`src/hdl/dp_fix_params.svh`:
```
`ifndef DP_FIX_PARAMS_SVH
`define DP_FIX_PARAMS_SVH

// Register byte offsets on the Avalon-MM slave.
`define OFS_MODE          4'h0
`define OFS_ARITH         4'h4
`define OFS_STICKY        4'h8
`define OFS_RESULT        4'hc

// Field positions in core_mode_control.
`define MODE_TRUNCATE     0
`define MODE_SATURATE     1
`define MODE_SHORT_WIDTH  2
`define MODE_WIDTH        3
`define MODE_RESET        3'h0

// Field positions in arith_status.
`define AST_ZERO          0
`define AST_NEG           1
`define AST_OVF           2
`define AST_CARRY         3
`define AST_SIGN          4
`define AST_INV           5
`define AST_WIDTH         6
`define AST_RESET         6'h00

// Field positions in sticky_status.
`define STK_UNDER         0
`define STK_OUT_OVF       1
`define STK_OVF           2
`define STK_INV           3
`define STK_WIDTH         4
`define STK_RESET         4'h0

// Datapath constants.
`define EXP_BIAS          34'sh000003ff
`define EXP_ALL_ONES      11'h7ff
`define INT_MAX           32'h7fffffff
`define INT_MIN           32'h80000000
`define INT_ONES          32'hffffffff
`define EXT_ONES          8'hff
`define EXEC_CYCLES       4

`endif

```
`src/hdl/dp_fix_pkg.sv`:
```
package dp_fix_pkg;

  // Operation selected by the instruction decoder.
  typedef enum logic [1:0] {
    OP_FIX,
    OP_FIX_SCALED,
    OP_TRUNC,
    OP_TRUNC_SCALED
  } fix_op_e;

  // Rounding applied to the mantissa.
  typedef enum logic [1:0] {
    RND_NEAREST,
    RND_FLOOR,
    RND_ZERO
  } round_mode_e;

endpackage : dp_fix_pkg

```
`src/hdl/dp_float_to_fixed_convert.sv`:
```
`timescale 1ns/1ns
`default_nettype none
`include "dp_fix_params.svh"

// What this block does
// - Converts double operand to signed 32-bit integer.
// - Scaled ops add scale to exponent first.
// - Result right-justified in destination fixed field.
// - Destination extension field zero, except NaN with short-width bit clear.
// - Fix floors when truncate set, else nearest.
// - Trunc ops always round toward zero.
// - Saturation clamps to max or min integer.
// - Without saturation, overflow or infinity gives ones.
// - Underflow gives zero, minus one when flooring negative.
// - Denormal input treated as signed zero.
// - NaN gives ones, width from short-width bit.
// - Result and status written after four cycles.
// - Invalid flag for NaN, or unsaturated overflow.
// - Negative flag from result; carry, sign cleared.
// - Overflow flag for pre-rounded range miss or infinity.
// - Zero flag set exactly for zero result.
// - Sticky underflow for nonzero magnitude below one.
// - Sticky invalid and overflow follow their flags.
module dp_float_to_fixed_convert
  import dp_fix_pkg::*;
#(
  parameter int LATENCY = `EXEC_CYCLES
) (
  input  wire logic        clk,            // Core clock.
  input  wire logic        reset_n,        // Async reset, active low.
  input  wire logic        opValid,        // Operation issued this cycle.
  input  wire fix_op_e     opCode,         // Operation selector.
  input  wire logic [63:0] doubleSourcePair, // Double operand.
  input  wire logic [31:0] scaleSource,    // Signed exponent scale.
  output logic             resultValid,    // Destination write strobe.
  output logic      [39:0] integerDestination, // Destination value.
  output logic       [5:0] arithStatus,    // Arithmetic status flags.
  output logic       [3:0] stickyStatus,   // Sticky status flags.
  input  wire logic  [3:0] address,        // Avalon byte address.
  input  wire logic        read,           // Avalon read.
  input  wire logic        write,          // Avalon write.
  input  wire logic  [3:0] byteenable,     // Avalon byte enables.
  input  wire logic [31:0] writedata,      // Avalon write data.
  output logic      [31:0] readdata,       // Avalon read data.
  output logic             waitrequest     // Avalon wait request.
);

  ////////////////////////////////////////////////////////////////////
  // Register bus slave.

  logic                    ackFf;
  logic             [31:0] rdDataFf;
  logic [`MODE_WIDTH-1:0]  modeFf;
  logic [`AST_WIDTH-1:0]   arithFf;
  logic [`STK_WIDTH-1:0]   stickyFf;
  logic             [39:0] resPipe [LATENCY];
  logic              [2:0] flagPipe [LATENCY];
  logic      [LATENCY-1:0] vPipe;
  logic                    busReq;
  logic                    busDone;
  logic                    wrMode;
  logic                    wrSticky;
  logic             [31:0] nxt_rdData;

  // Every access waits exactly one cycle, then completes.
  assign busReq      = read | write;
  assign waitrequest = busReq & ~ackFf;
  assign busDone     = busReq & ackFf;
  assign wrMode      = busDone & write & byteenable[0] &
                       (address == `OFS_MODE);
  assign wrSticky    = busDone & write & byteenable[0] &
                       (address == `OFS_STICKY);
  assign readdata    = rdDataFf;

  always_ff @(posedge clk or negedge reset_n) begin
    if (!reset_n) begin
      ackFf <= 1'b0;
    end else begin
      ackFf <= busReq & ~ackFf;
    end
  end

  // Unmapped offsets read as zero.
  always_comb begin
    nxt_rdData = 32'h0;
    unique case (address)
      `OFS_MODE:   nxt_rdData[`MODE_WIDTH-1:0] = modeFf;
      `OFS_ARITH:  nxt_rdData[`AST_WIDTH-1:0]  = arithFf;
      `OFS_STICKY: nxt_rdData[`STK_WIDTH-1:0]  = stickyFf;
      `OFS_RESULT: nxt_rdData = resPipe[LATENCY-1][31:0];
      default:     nxt_rdData = 32'h0;
    endcase
  end

  always_ff @(posedge clk or negedge reset_n) begin
    if (!reset_n) begin
      rdDataFf <= 32'h0;
    end else if (busReq & ~ackFf & read) begin
      rdDataFf <= nxt_rdData;
    end
  end

  always_ff @(posedge clk or negedge reset_n) begin
    if (!reset_n) begin
      modeFf <= `MODE_RESET;
    end else if (wrMode) begin
      modeFf <= writedata[`MODE_WIDTH-1:0];
    end
  end

  ////////////////////////////////////////////////////////////////////
  // Operand decode and conversion.

  logic              opSign;
  logic       [10:0] opExp;
  logic       [51:0] opFrac;
  logic       [52:0] mant;
  logic              isNan;
  logic              isInf;
  logic              isZero;
  logic              scaled;
  logic signed [33:0] expSum;
  logic              exactMin;
  logic              preOvf;
  logic              under;
  logic        [5:0] sh;
  logic       [52:0] intMag;
  logic       [52:0] remBits;
  logic       [52:0] half;
  logic              inc;
  logic       [32:0] magR;
  logic              postOvf;
  logic              ovfRes;
  logic       [31:0] fixed;
  logic       [39:0] nxt_res;
  logic              nxt_inv;
  logic              nxt_ovf;
  logic              nxt_under;
  round_mode_e       rmode;

  // Decides whether the truncated magnitude steps up by one.
  function automatic logic round_up(
    input round_mode_e mode,
    input logic        neg,
    input logic [52:0] rem,
    input logic [52:0] hlf,
    input logic        lsb
  );
    unique case (mode)
      RND_FLOOR:   round_up = neg & (rem != 53'h0);
      RND_NEAREST: round_up = (rem > hlf) | ((rem == hlf) & lsb);
      RND_ZERO:    round_up = 1'b0;
      default:     round_up = 1'b0;
    endcase
  endfunction : round_up

  assign opSign = doubleSourcePair[63];
  assign opExp  = doubleSourcePair[62:52];
  assign opFrac = doubleSourcePair[51:0];
  assign mant   = {1'b1, opFrac};
  assign isNan  = (opExp == `EXP_ALL_ONES) & (opFrac != 52'h0);
  assign isInf  = (opExp == `EXP_ALL_ONES) & (opFrac == 52'h0);
  assign isZero = (opExp == 11'h0);
  assign scaled = (opCode == OP_FIX_SCALED) | (opCode == OP_TRUNC_SCALED);

  always_comb begin
    rmode = RND_NEAREST;
    if ((opCode == OP_TRUNC) | (opCode == OP_TRUNC_SCALED)) begin
      rmode = RND_ZERO;
    end else if (modeFf[`MODE_TRUNCATE]) begin
      rmode = RND_FLOOR;
    end
  end

  always_comb begin
    expSum = $signed({23'h0, opExp}) - `EXP_BIAS;
    if (scaled) begin
      expSum = expSum + $signed({{2{scaleSource[31]}}, scaleSource});
    end
  end

  // A value of exactly minus two to the 31st still fits.
  assign exactMin = (expSum == 34'sd31) & (opFrac == 52'h0) & opSign;
  assign preOvf   = ~isZero & (expSum > 34'sd30) & ~exactMin;
  assign under    = ~isZero & (expSum < 34'sd0);
  assign sh       = 6'd52 - expSum[5:0];
  assign intMag   = mant >> sh;
  assign remBits  = mant & ~({53{1'b1}} << sh);
  assign half     = 53'h1 << (sh - 6'd1);
  assign inc      = round_up(rmode, opSign, remBits, half, intMag[0]);
  assign magR     = exactMin ? 33'h080000000 : intMag[32:0] + {32'h0, inc};
  assign postOvf  = opSign ? (magR > 33'h080000000) : magR[32] | magR[31];
  assign ovfRes   = isInf | preOvf | (~under & ~isZero & postOvf);

  always_comb begin
    fixed = opSign ? 32'h0 - magR[31:0] : magR[31:0];
    if (isZero) begin
      fixed = 32'h0;
    end else if (under) begin
      fixed = (opSign & (rmode == RND_FLOOR)) ? `INT_ONES : 32'h0;
    end
    if (ovfRes) begin
      if (modeFf[`MODE_SATURATE]) begin
        fixed = opSign ? `INT_MIN : `INT_MAX;
      end else begin
        fixed = `INT_ONES;
      end
    end
  end

  always_comb begin
    nxt_res = {8'h0, fixed};
    if (isNan) begin
      nxt_res[31:0] = `INT_ONES;
      if (!modeFf[`MODE_SHORT_WIDTH]) begin
        nxt_res[39:32] = `EXT_ONES;
      end
    end
  end

  assign nxt_inv   = isNan | (~isNan & ovfRes & ~modeFf[`MODE_SATURATE]);
  assign nxt_ovf   = ~isNan & (isInf | preOvf);
  assign nxt_under = ~isNan & ~isInf & under;

  ////////////////////////////////////////////////////////////////////
  // Execution pipeline.

  always_ff @(posedge clk or negedge reset_n) begin
    if (!reset_n) begin
      vPipe <= '0;
    end else begin
      vPipe <= {vPipe[LATENCY-2:0], opValid};
    end
  end

  always_ff @(posedge clk or negedge reset_n) begin
    if (!reset_n) begin
      for (int i = 0; i < LATENCY; i++) begin
        resPipe[i]  <= 40'h0;
        flagPipe[i] <= 3'h0;
      end
    end else begin
      // Stages load only with a live operation, so the destination holds between results.
      if (opValid) begin
        resPipe[0]  <= nxt_res;
        flagPipe[0] <= {nxt_under, nxt_ovf, nxt_inv};
      end
      for (int i = 1; i < LATENCY; i++) begin
        if (vPipe[i-1]) begin
          resPipe[i]  <= resPipe[i-1];
          flagPipe[i] <= flagPipe[i-1];
        end
      end
    end
  end

  assign resultValid        = vPipe[LATENCY-1];
  assign integerDestination = resPipe[LATENCY-1];

  ////////////////////////////////////////////////////////////////////
  // Status registers, written with the destination.

  logic        lastWrite;
  logic [39:0] lastRes;
  logic  [2:0] lastFlags;

  assign lastWrite = vPipe[LATENCY-2];
  assign lastRes   = resPipe[LATENCY-2];
  assign lastFlags = flagPipe[LATENCY-2];

  always_ff @(posedge clk or negedge reset_n) begin
    if (!reset_n) begin
      arithFf <= `AST_RESET;
    end else if (lastWrite) begin
      arithFf[`AST_ZERO]  <= (lastRes[31:0] == 32'h0);
      arithFf[`AST_NEG]   <= lastRes[31];
      arithFf[`AST_OVF]   <= lastFlags[1];
      arithFf[`AST_CARRY] <= 1'b0;
      arithFf[`AST_SIGN]  <= 1'b0;
      arithFf[`AST_INV]   <= lastFlags[0];
    end
  end

  // A set in the same cycle as a software write wins.
  always_ff @(posedge clk or negedge reset_n) begin
    if (!reset_n) begin
      stickyFf <= `STK_RESET;
    end else begin
      stickyFf <= (wrSticky ? writedata[`STK_WIDTH-1:0] : stickyFf) |
                  ({`STK_WIDTH{lastWrite}} &
                   {lastFlags[0], lastFlags[1], 1'b0, lastFlags[2]});
    end
  end

  assign arithStatus  = arithFf;
  assign stickyStatus = stickyFf;
endmodule : dp_float_to_fixed_convert

`default_nettype wire

```
`config.mk`:
```
export PLATFORM = sky130hd
export DESIGN_NAME = dp_float_to_fixed_convert
export DESIGN_NICKNAME = d
export VERILOG_FILES = /design/src/hdl/dp_fix_pkg.sv /design/src/hdl/dp_float_to_fixed_convert.sv
export VERILOG_INCLUDE_DIRS = /design/src /design/src/hdl
export SDC_FILE = /design/constraint.sdc
export NUM_CORES = 1
export LEC_CHECK = 0
export BUFFER_PORTS_ARGS = -buffer_cell sky130_fd_sc_hd__buf_2
export CAP_MARGIN = 20
export CELL_PAD_IN_SITES_DETAIL_PLACEMENT = 0
export CELL_PAD_IN_SITES_GLOBAL_PLACEMENT = 1
export CORE_MARGIN = 3
export CORE_UTILIZATION = 46
export DETAILED_ROUTE_END_ITERATION = 8
export GPL_TIMING_DRIVEN = 0
export PLACE_DENSITY_LB_ADDON = 0.08
export SETUP_SLACK_MARGIN = 0.2
export SYNTH_ARGS = -nofsm -noshare
export SYNTH_HDL_FRONTEND = slang
export SYNTH_SLANG_ARGS = --single-unit
```
`constraint.sdc`:
```
create_clock -name clk -period 5.75 [get_ports clk]
set_clock_uncertainty 0.1 [all_clocks]
set_input_delay 1.725 -clock clk [delete_from_list [all_inputs] [get_ports clk]]
set_output_delay 1.725 -clock clk [all_outputs]
set_load 0.02 [all_outputs]
```
# ---- After elaboration in Yosys (flattened, before gate mapping)
# Index checks and enable logic that the tools add are counted.
dict set report totals {
  ff_bits 217
  out_inout_bits 84
  wordCells 106
}
dict set report classes {
  add_sub_neg 6
  n_lt_le_gt_ge 4
  n_eq_ne 10
  shift 3
  muxes 20
  bitwise_logic 43
  n_reduce_logical 7
}
# op count
set ops {}
lappend ops {{$mux 32} 7}
lappend ops {{$and 53x53->53} 1}
lappend ops {{$eq 53x53->1} 1}
lappend ops {{$gt 53x53->1} 1}
lappend ops {{$not 53->53} 1}
lappend ops {{$reduce_bool 53->1} 1}
lappend ops {{$shl 1x6->53 const A} 1}
lappend ops {{$shl 53x6->53 const A} 1}
lappend ops {{$shr 53x6->33} 1}
lappend ops {{$logic_not 52->1} 1}
lappend ops {{$reduce_bool 52->1} 1}
lappend ops {{$mux 40} 1}
lappend ops {{$eq 34x6->1 const B} 1}
lappend ops {{$gt 34x6->1 const B} 1}
lappend ops {{$lt 34x1->1 const B} 1}
lappend ops {{$mux 34} 1}
lappend ops {{$add 12x32->33} 1}
lappend ops {{$add 33x1->33} 1}
lappend ops {{$gt 33x32->1 const B} 1}
lappend ops {{$mux 33} 1}
lappend ops {{$logic_not 32->1} 1}
lappend ops {{$sub 1x32->32 const A} 1}
lappend ops {{$mux 26} 1}
lappend ops {{$and 1x1->1} 24}
lappend ops {{other kinds (22)} 40}

# ---- Logic depth before layout (Yosys ltp)
# Gate-level depths: netlist (run 1).
dict set report logic_depth {
  depth_word 20
  ltp_mapped 51
  depth_no_buf 43
}

# ---- Least setup slack after synthesis (run 1)
# No wires, ideal clock.
dict set report synth_path {
  path_type {input -> register}
  from {in doubleSourcePair[52]}
  to {reg resPipe[143] (netlist bit)}
  setup_ns 0.125
  t_arrival_ns 10.693
  required_time_ns 5.525
  path_slack_ns -5.168
  stages 46
  path_cell_list {inv_1 > ha_1 > fa_1 > mux2i_1 > ha_1 > buf_2 > o21ai_1 > xnor2_1 > clkbuf_1 > buf_1 > buf_2 > clkbuf_1 > clkbuf_1 > o22ai_1 > clkbuf_1 > nand2_1 > ha_1 > nor2b_1 > [... 10 more ...] > nand2b_1 > a21oi_1 > o31a_1 > o21ai_0 > o211ai_1 > ha_1 > ha_1 > nand4_2 > o21ai_0 > a211o_1 > a221o_1 > or3_1 > clkbuf_1 > nor3_4 > a31oi_4 > a21oi_4 > buf_6 > nor2_1}
}
dict set report synth_via {
  elab_chain_cells 19
  elab_cells_between_ends 47
}
# element line
set synth_lines {}
lappend synth_lines {{start: declaration} dp_float_to_fixed_convert.sv:33} ;# input wire logic [63:0] doubleSourcePair,
lappend synth_lines {{branches (longest 18 deep; another with $gt 53x53->1)} --}
lappend synth_lines {{$mux 40 (*)} dp_float_to_fixed_convert.sv:213} ;# if (isNan) begin
lappend synth_lines {{end signal: indexed assignment} dp_float_to_fixed_convert.sv:250} ;# resPipe[i] <= resPipe[i-1];
lappend synth_lines {{end: declaration} dp_float_to_fixed_convert.sv:56} ;# logic [39:0] resPipe [LATENCY];
# Mark *: on every way between the ends.
# A chain may end at the register's enable or synchronous reset.

# ---- Worst setup path after layout (run 1)
dict set report layout_path {
  from {in doubleSourcePair[52]}
  to {reg resPipe[136] (netlist bit)}
}
# Same word-level chain as after synthesis.

==> out/metrics.yaml, run 1 <==
yosysWarnings: 0
finalSetupViolCount: 33
crit_cells: 51
period_minus_slack_ns: 9.87
hold_viol: 0
grt_pass1_vias: 17700
total_leakage_power_nw: 9.55
p_per_area_nw_per_um2: 398
dp_cells: 2731
ir_worst_vdd_v: 0.000238
antenna_found_initial: 0
cts_buffers: 17
final_cell_mix: "buf_2, dfrtp_1, nand2_1"
max_freq_mhz: 101
critPathKind: "input port to flip-flop"
drive_gt1_frac: 0.357
cp_data_required_time_ns: 6.02
drt_first_pass_iters: 6
nets: 2593
synthTopCellsByArea: "dfrtp_1, mux2_2, ha_1, mux4_2, mux2i_1"
final.period_utilization: 1.72
holdWs_ns: 0.282
cp-endpoint: "resPipe[136]"
final_common_cell: "buf_2"
n_antenna_cell: 0
startpoint: "doubleSourcePair[52]"
syn_area_sq_um: 18300
syn_to_final_growth_pct: 26.8
slowest_stage: "a2111oi_4"
worst_pin_slew_ns: 1.05
drc: 0
violations: "setup timing"
finalMaxSlewViolations: 0
gp_congestion: 1.01
synth_edf_count: 0
rr_endpoint: "resPipe[130]"
status: "complete, but fails checks"
antenna_left: 0
grtUsageTotal: 0.307
clkPwrFrac: 0.125
p_seq_frac: 0.223
clkTransAtPathRegs_ns: 0.07
die_x_microns: 206
final_core_util: 0.595
synth-seq-area-share: 0.257
grt_max_degree: 110
finalNonFillerCells: 2883
path_delay_family: "compound AO/OA/AOI/OAI gates"
rr_startpoint: "modeFf[0]"
ios: 227
cts-root-buf: "clkbuf_16"
path_common_cell: "o21a_1"
port_buffers: 188
clock_path_buffers: 2
overflow: 0
routed_wl_mm: 66.6
switchingPower_w: 0.00431
synth_ff_type: "dfrtp_1"
synth.distinct_cells: 109
path_max_fanout: 10
drt_iter0_markers: 1441
core_sq_um: 39000
cp-start-kind: "input port"
multi_input_comb_area_sq_um: 13800
rsz0062_at_grt: "true"
slowest_delay_ns: 0.40
switching_share: 0.467
syn-instance-count: 2022
fillers: 3463
setup_slack_ns: -4.12
layout.area.seq_sq_um: 4700
htreeDepth: 4
worst-path-buf-inv: 11
synth_seq_cells: 188
num_vias: 18200
comb_power_share: 0.652
clock_sinks: 188
die_h_microns: 206
clock_latency_ns: 0.44
via_per_inst: 6.31
rr_worst_depth: 27
synth_largest_area_cell: "dfrtp_1"
grt_first_pass_wirelength_mm: 103
cts_tree: "done"
routedWlPerCell_microns: 23.1
dp_hpwl_mm: 51.1
critPathArrivalTime_ns: 10.14
cts_hold_buf: 0
avgSynthCellArea_sq_um: 9.06
async_flop_share: 1.00
p_int_w: 0.00492
fin_total_pwr_w: 0.00923
yosysTopAreaCellShare: 0.257
hold_start: "vPipe[0]"
rows: 72
dieArea_sq_um: 42200
hold_class: "flip-flop to flip-flop"
critPathCaptureType: "flip-flop"
r2r_slack_ns: 1.15
slew_headroom: 0.298
drv_cap: 0
initial_core_util: 0.470
-- layout make-up --
cell class,instances,share of cell area
Tap cell,518,0.0279
Multi-Input combinational cell,1638,0.592
Clock inverter,14,0.00711
Inverter,37,0.00631
Buffer,163,0.0566
Timing Repair Buffer,307,0.0885
Sequential cell,188,0.203
Clock buffer,18,0.0185
-- cell usage after synthesis, drive strengths merged, types with 6 or more instances --
library cell    n
nand2         191
dfrtp         188
nor2          131
mux2          115
a21oi         100
ha             97
o21ai          95
mux2i          91
buf            87
nand3          85
clkbuf         76
mux4           53
xnor2          51
nand4          45
nor3           44
nor4           44
a211oi         43
inv            36
xor2           34
a22o           33
and2           28
o21a           28
and3           27
nand2b         24
a21o           23
nor2b          19
a31oi          17
o22a           15
or3            15
or2            13
o211ai         11
a221o          10
o31ai          10
a2111oi         9
o22ai           9
and4            7
or4             7
nand4b          6
nor3b           6
o41ai           6
-- per-layer routing --
| layer | track usage | wire length [microns] | vias to the layer above |
|---|---|---|---|
| met5 | 0 | 0 | - |
| met3 | 0.0378 | 4270 | 187 |
| met4 | 0.127 | 2890 | 0 |
| met1 | 0.410 | 28300 | 8908 |
| li1 | - | - | 8279 |
| met2 | 0.506 | 31200 | 810 |
-- worst register-to-register path: cells and delay by family (launching register included) --
kind / cells / cell delay, ns
compound gates: 5 / 0.69
xor+xnor: 2 / 0.34
fa+ha+maj: 2 / 0.44
buf+inv: 14 / 1.73
flops: 1 / 0.49
simple gates: 4 / 0.69
-- flip-flops by register name (all words and copies together), names as in the netlist --
name and cells:
modeFf 3, lastRes 33, readdata 32, resPipe 66, vPipe 4, lastFlags 3, arithStatus 3, ackFf 1
stickyStatus 4, flagPipe 6, integerDestination 33
-- worst min-delay path by stage --
stage                          end  depth (start not counted)
after floorplan           vPipe[1]                          0
after global placement    vPipe[1]                          0
after detailed placement  vPipe[1]                          0
after CTS                 vPipe[1]                          0
after global routing      vPipe[1]                          0
final                     vPipe[1]                          0
-- power groups by stage --
stage / Combinational, W / Clock [W] / Sequential, W
after floorplan: 0.00378 / 0 / 0.00196
after global routing: 0.00644 / 0.00123 / 0.00211
final: 0.00602 / 0.00115 / 0.00205
after CTS: 0.00570 / 0.00117 / 0.00206
after detailed placement: 0.00514 / 0 / 0.00208
after global placement: 0.00508 / 0 / 0.00206
-- metrics by stage --
step                setup slack [ns]  setup TNS [ns]  instance area (sq um)
finish                         -4.12         -133.36                  23200
floorplan                      -4.20         -135.66                  18700
global route                   -4.43         -143.50                  23200
global placement               -6.11         -212.66                  20300
detailed placement             -6.24         -203.33                  20300
CTS                            -4.07         -132.30                  22400
-- repair_timing --
item,CTS,global route
setup buffers,85,28
resized for setup,188,117
cloned,2,4
pin swaps,63,63
setup endpoints to repair,35,34
-- kinds of logic (layout without fill, tap and decap cells) --
family	Yosys count	in the layout	synth area share
mux	259	259	0.187
simple gates	713	713	0.199
buf+inv	200	539	0.0572
flops	188	188	0.257
xor+xnor	85	85	0.0445
compound gates	478	481	0.188
fa+ha+maj	98	98	0.0674
other cells	1	2	0.000205
Note: power is estimated with default switching activity, not from simulation.
==> run 2: changes to the inputs <==
- PLACE_DENSITY: default -> 0.81
- PLACE_DENSITY_LB_ADDON: 0.08 -> default
- TNS_END_PERCENT: default -> 30
==> run 2 against run 1 <==
  * The run still ends with setup timing left
  * Cell area down 3.1%
  * Setup slack got worse by 0.070 ns
  * Combinational power shrank 3%
  * Largest power group unchanged
  * Clock power is 6% higher
  * Count of clock-buffer cells in the layout is 1 higher
==> out/metrics.yaml, run 2 (synthesis results as in run 1) <==
status: "complete, but fails checks"
violations: "setup timing"
hold_class: "flip-flop to flip-flop"
path_max_fanout: 10  # unchanged
ios: 227  # unchanged
layout.area.seq_sq_um: 4700  # unchanged
final_common_cell: "buf_2"
antenna_left: 0  # unchanged
worst_pin_slew_ns: 1.02  # -0.0370 ns
finalMaxSlewViolations: 0  # unchanged
cts-root-buf: "clkbuf_16"
overflow: 0  # unchanged
critPathArrivalTime_ns: 10.19  # +0.05 ns
total_leakage_power_nw: 9.26  # -3.1%
r2r_slack_ns: 1.00  # -0.15 ns
drc: 0  # unchanged
cts_tree: "done"
multi_input_comb_area_sq_um: 13300  # -3.2%
critPathKind: "input port to flip-flop"
clock_latency_ns: 0.43  # about the same
largest_reg_flops: 66  # unchanged
cp-start-kind: "input port"
top_register: "resPipe"
max_freq_mhz: 101  # -0.70%
rr_worst_depth: 20  # -26%
place_ws_ns: -6.09  # +0.156 ns
p_per_area_nw_per_um2: 405  # +1.7%
finalSetupViolCount: 34  # +3.0%
syn_to_final_growth_pct: 22.9
nets: 2564  # -1.1%
fin_tns_setup_ns: -135.79  # -2.44 ns
slowest_stage: "fa_2"
period_minus_slack_ns: 9.94  # +0.0695 ns
num_vias: 17800  # -2.3%
die_h_microns: 206  # unchanged
dp_hpwl_mm: 50.9  # -0.35%
cts_hold_buf: 0  # unchanged
final_core_util: 0.577  # -0.0183
rsz0062_at_grt: "true"
die_x_microns: 206  # unchanged
n_antenna_cell: 0  # unchanged
routedWlPerCell_microns: 22.8  # -1.1%
clock_path_buffers: 2  # unchanged
setup_slack_ns: -4.19  # -0.0696 ns
slew_headroom: 0.322  # +0.0246
rows: 72  # unchanged
finalNonFillerCells: 2854  # -1.0%
drv_cap: 0  # unchanged
drive_gt1_frac: 0.321  # -0.0362
grtUsageTotal: 0.304  # -0.00274
fillers: 3486  # +0.66%
grt_max_degree: 114  # +3.6%
drt_first_pass_iters: 5  # -1
core_sq_um: 39000  # unchanged
cts_buffers: 17  # unchanged
gp_congestion: 1.02  # +1.1%
cp-endpoint: "resPipe[151]"
final.period_utilization: 1.73  # +0.0121
dieArea_sq_um: 42200  # unchanged
cp_data_required_time_ns: 6.00  # -0.02 ns
hold_start: "vPipe[0]"
dp_cells: 2732  # +0.037%
antenna_found_initial: 0  # unchanged
initial_core_util: 0.470  # unchanged
via_per_inst: 6.22  # -1.3%
fin_total_pwr_w: 0.00911  # -1.4%
routed_wl_mm: 65.2  # -2.1%
port_buffers: 188  # unchanged
drt_iter0_markers: 1531  # +6.2%
clock_sinks: 188  # unchanged
startpoint: "doubleSourcePair[52]"
critPathCaptureType: "flip-flop"
htreeDepth: 4  # unchanged
path_common_cell: "o21a_1"
clkTransAtPathRegs_ns: 0.07  # about the same
hold_viol: 0  # unchanged
ir_worst_vdd_v: 0.000246  # +3.1%
rr_startpoint: "modeFf[0]"
rr_endpoint: "resPipe[148]"
slowest_delay_ns: 0.47  # +0.07 ns
final_cell_mix: "buf_2, dfrtp_1, nand2_1"
grt_pass1_vias: 17600  # -0.67%
grt_first_pass_wirelength_mm: 101  # -1.2%
[run 2: power by group]
group | leakage [nW] | switching (W) | internal [W]
Sequential | 2.16 | 0.000320 | 0.00173
Clock | 0.293 | 0.000520 | 0.000697
Combinational | 6.81 | 0.00333 | 0.00250
[run 2: layer usage]
layer	vias to the layer above	wire length [microns]	global-route usage	part of all wire
li1	8218	-	-	-
met1	8619	27400	0.402	0.42
met4	0	2520	0.112	0.039
met5	-	0	0	0
met2	770	31300	0.517	0.48
met3	154	3910	0.0321	0.060
[run 2: metrics by stage]
step / instance area [sq um] / hold slack, ns
finish: 22500 / 0.285
global route: 22500 / 0.294
CTS: 22300 / 0.287
detailed placement: 20300 / 0.273
global placement: 20200 / 0.261
floorplan: 18600 / 0.252
[run 2: worst min-delay path by stage]
stage / endpoint / slack [ns] / cells after the start
finish: vPipe[1] / 0.29 / 0
global route: vPipe[1] / 0.29 / 0
CTS: vPipe[1] / 0.29 / 0
detailed placement: vPipe[1] / 0.27 / 0
global placement: vPipe[1] / 0.26 / 0
floorplan: vPipe[1] / 0.25 / 0
[run 2: critical path: cells and delay by family]
kind                     cells  cell delay [ns]
adder cells (fa/ha/maj)      5             1.45
AO/OA/AOI/OAI               20             3.62
buffers and inverters       10             1.29
AND/OR/NAND/NOR             12             2.08
[run 2: cell type report]
cell class / count / share of cell area
Tap cell: 518 / 0.0288
Timing Repair Buffer: 281 / 0.0805
Multi-Input combinational cell: 1635 / 0.592
Clock buffer: 19 / 0.0192
Clock inverter: 13 / 0.00801
Inverter: 37 / 0.00639
Buffer: 163 / 0.0564
Sequential cell: 188 / 0.209
[run 2: what timing repair did]
action                                  4_1_cts  5_1_grt
pin swaps                                    62       31
gates cloned                                  2        0
setup buffers                                77       10
resized for setup                           168       31
endpoints found under the setup margin       34       34
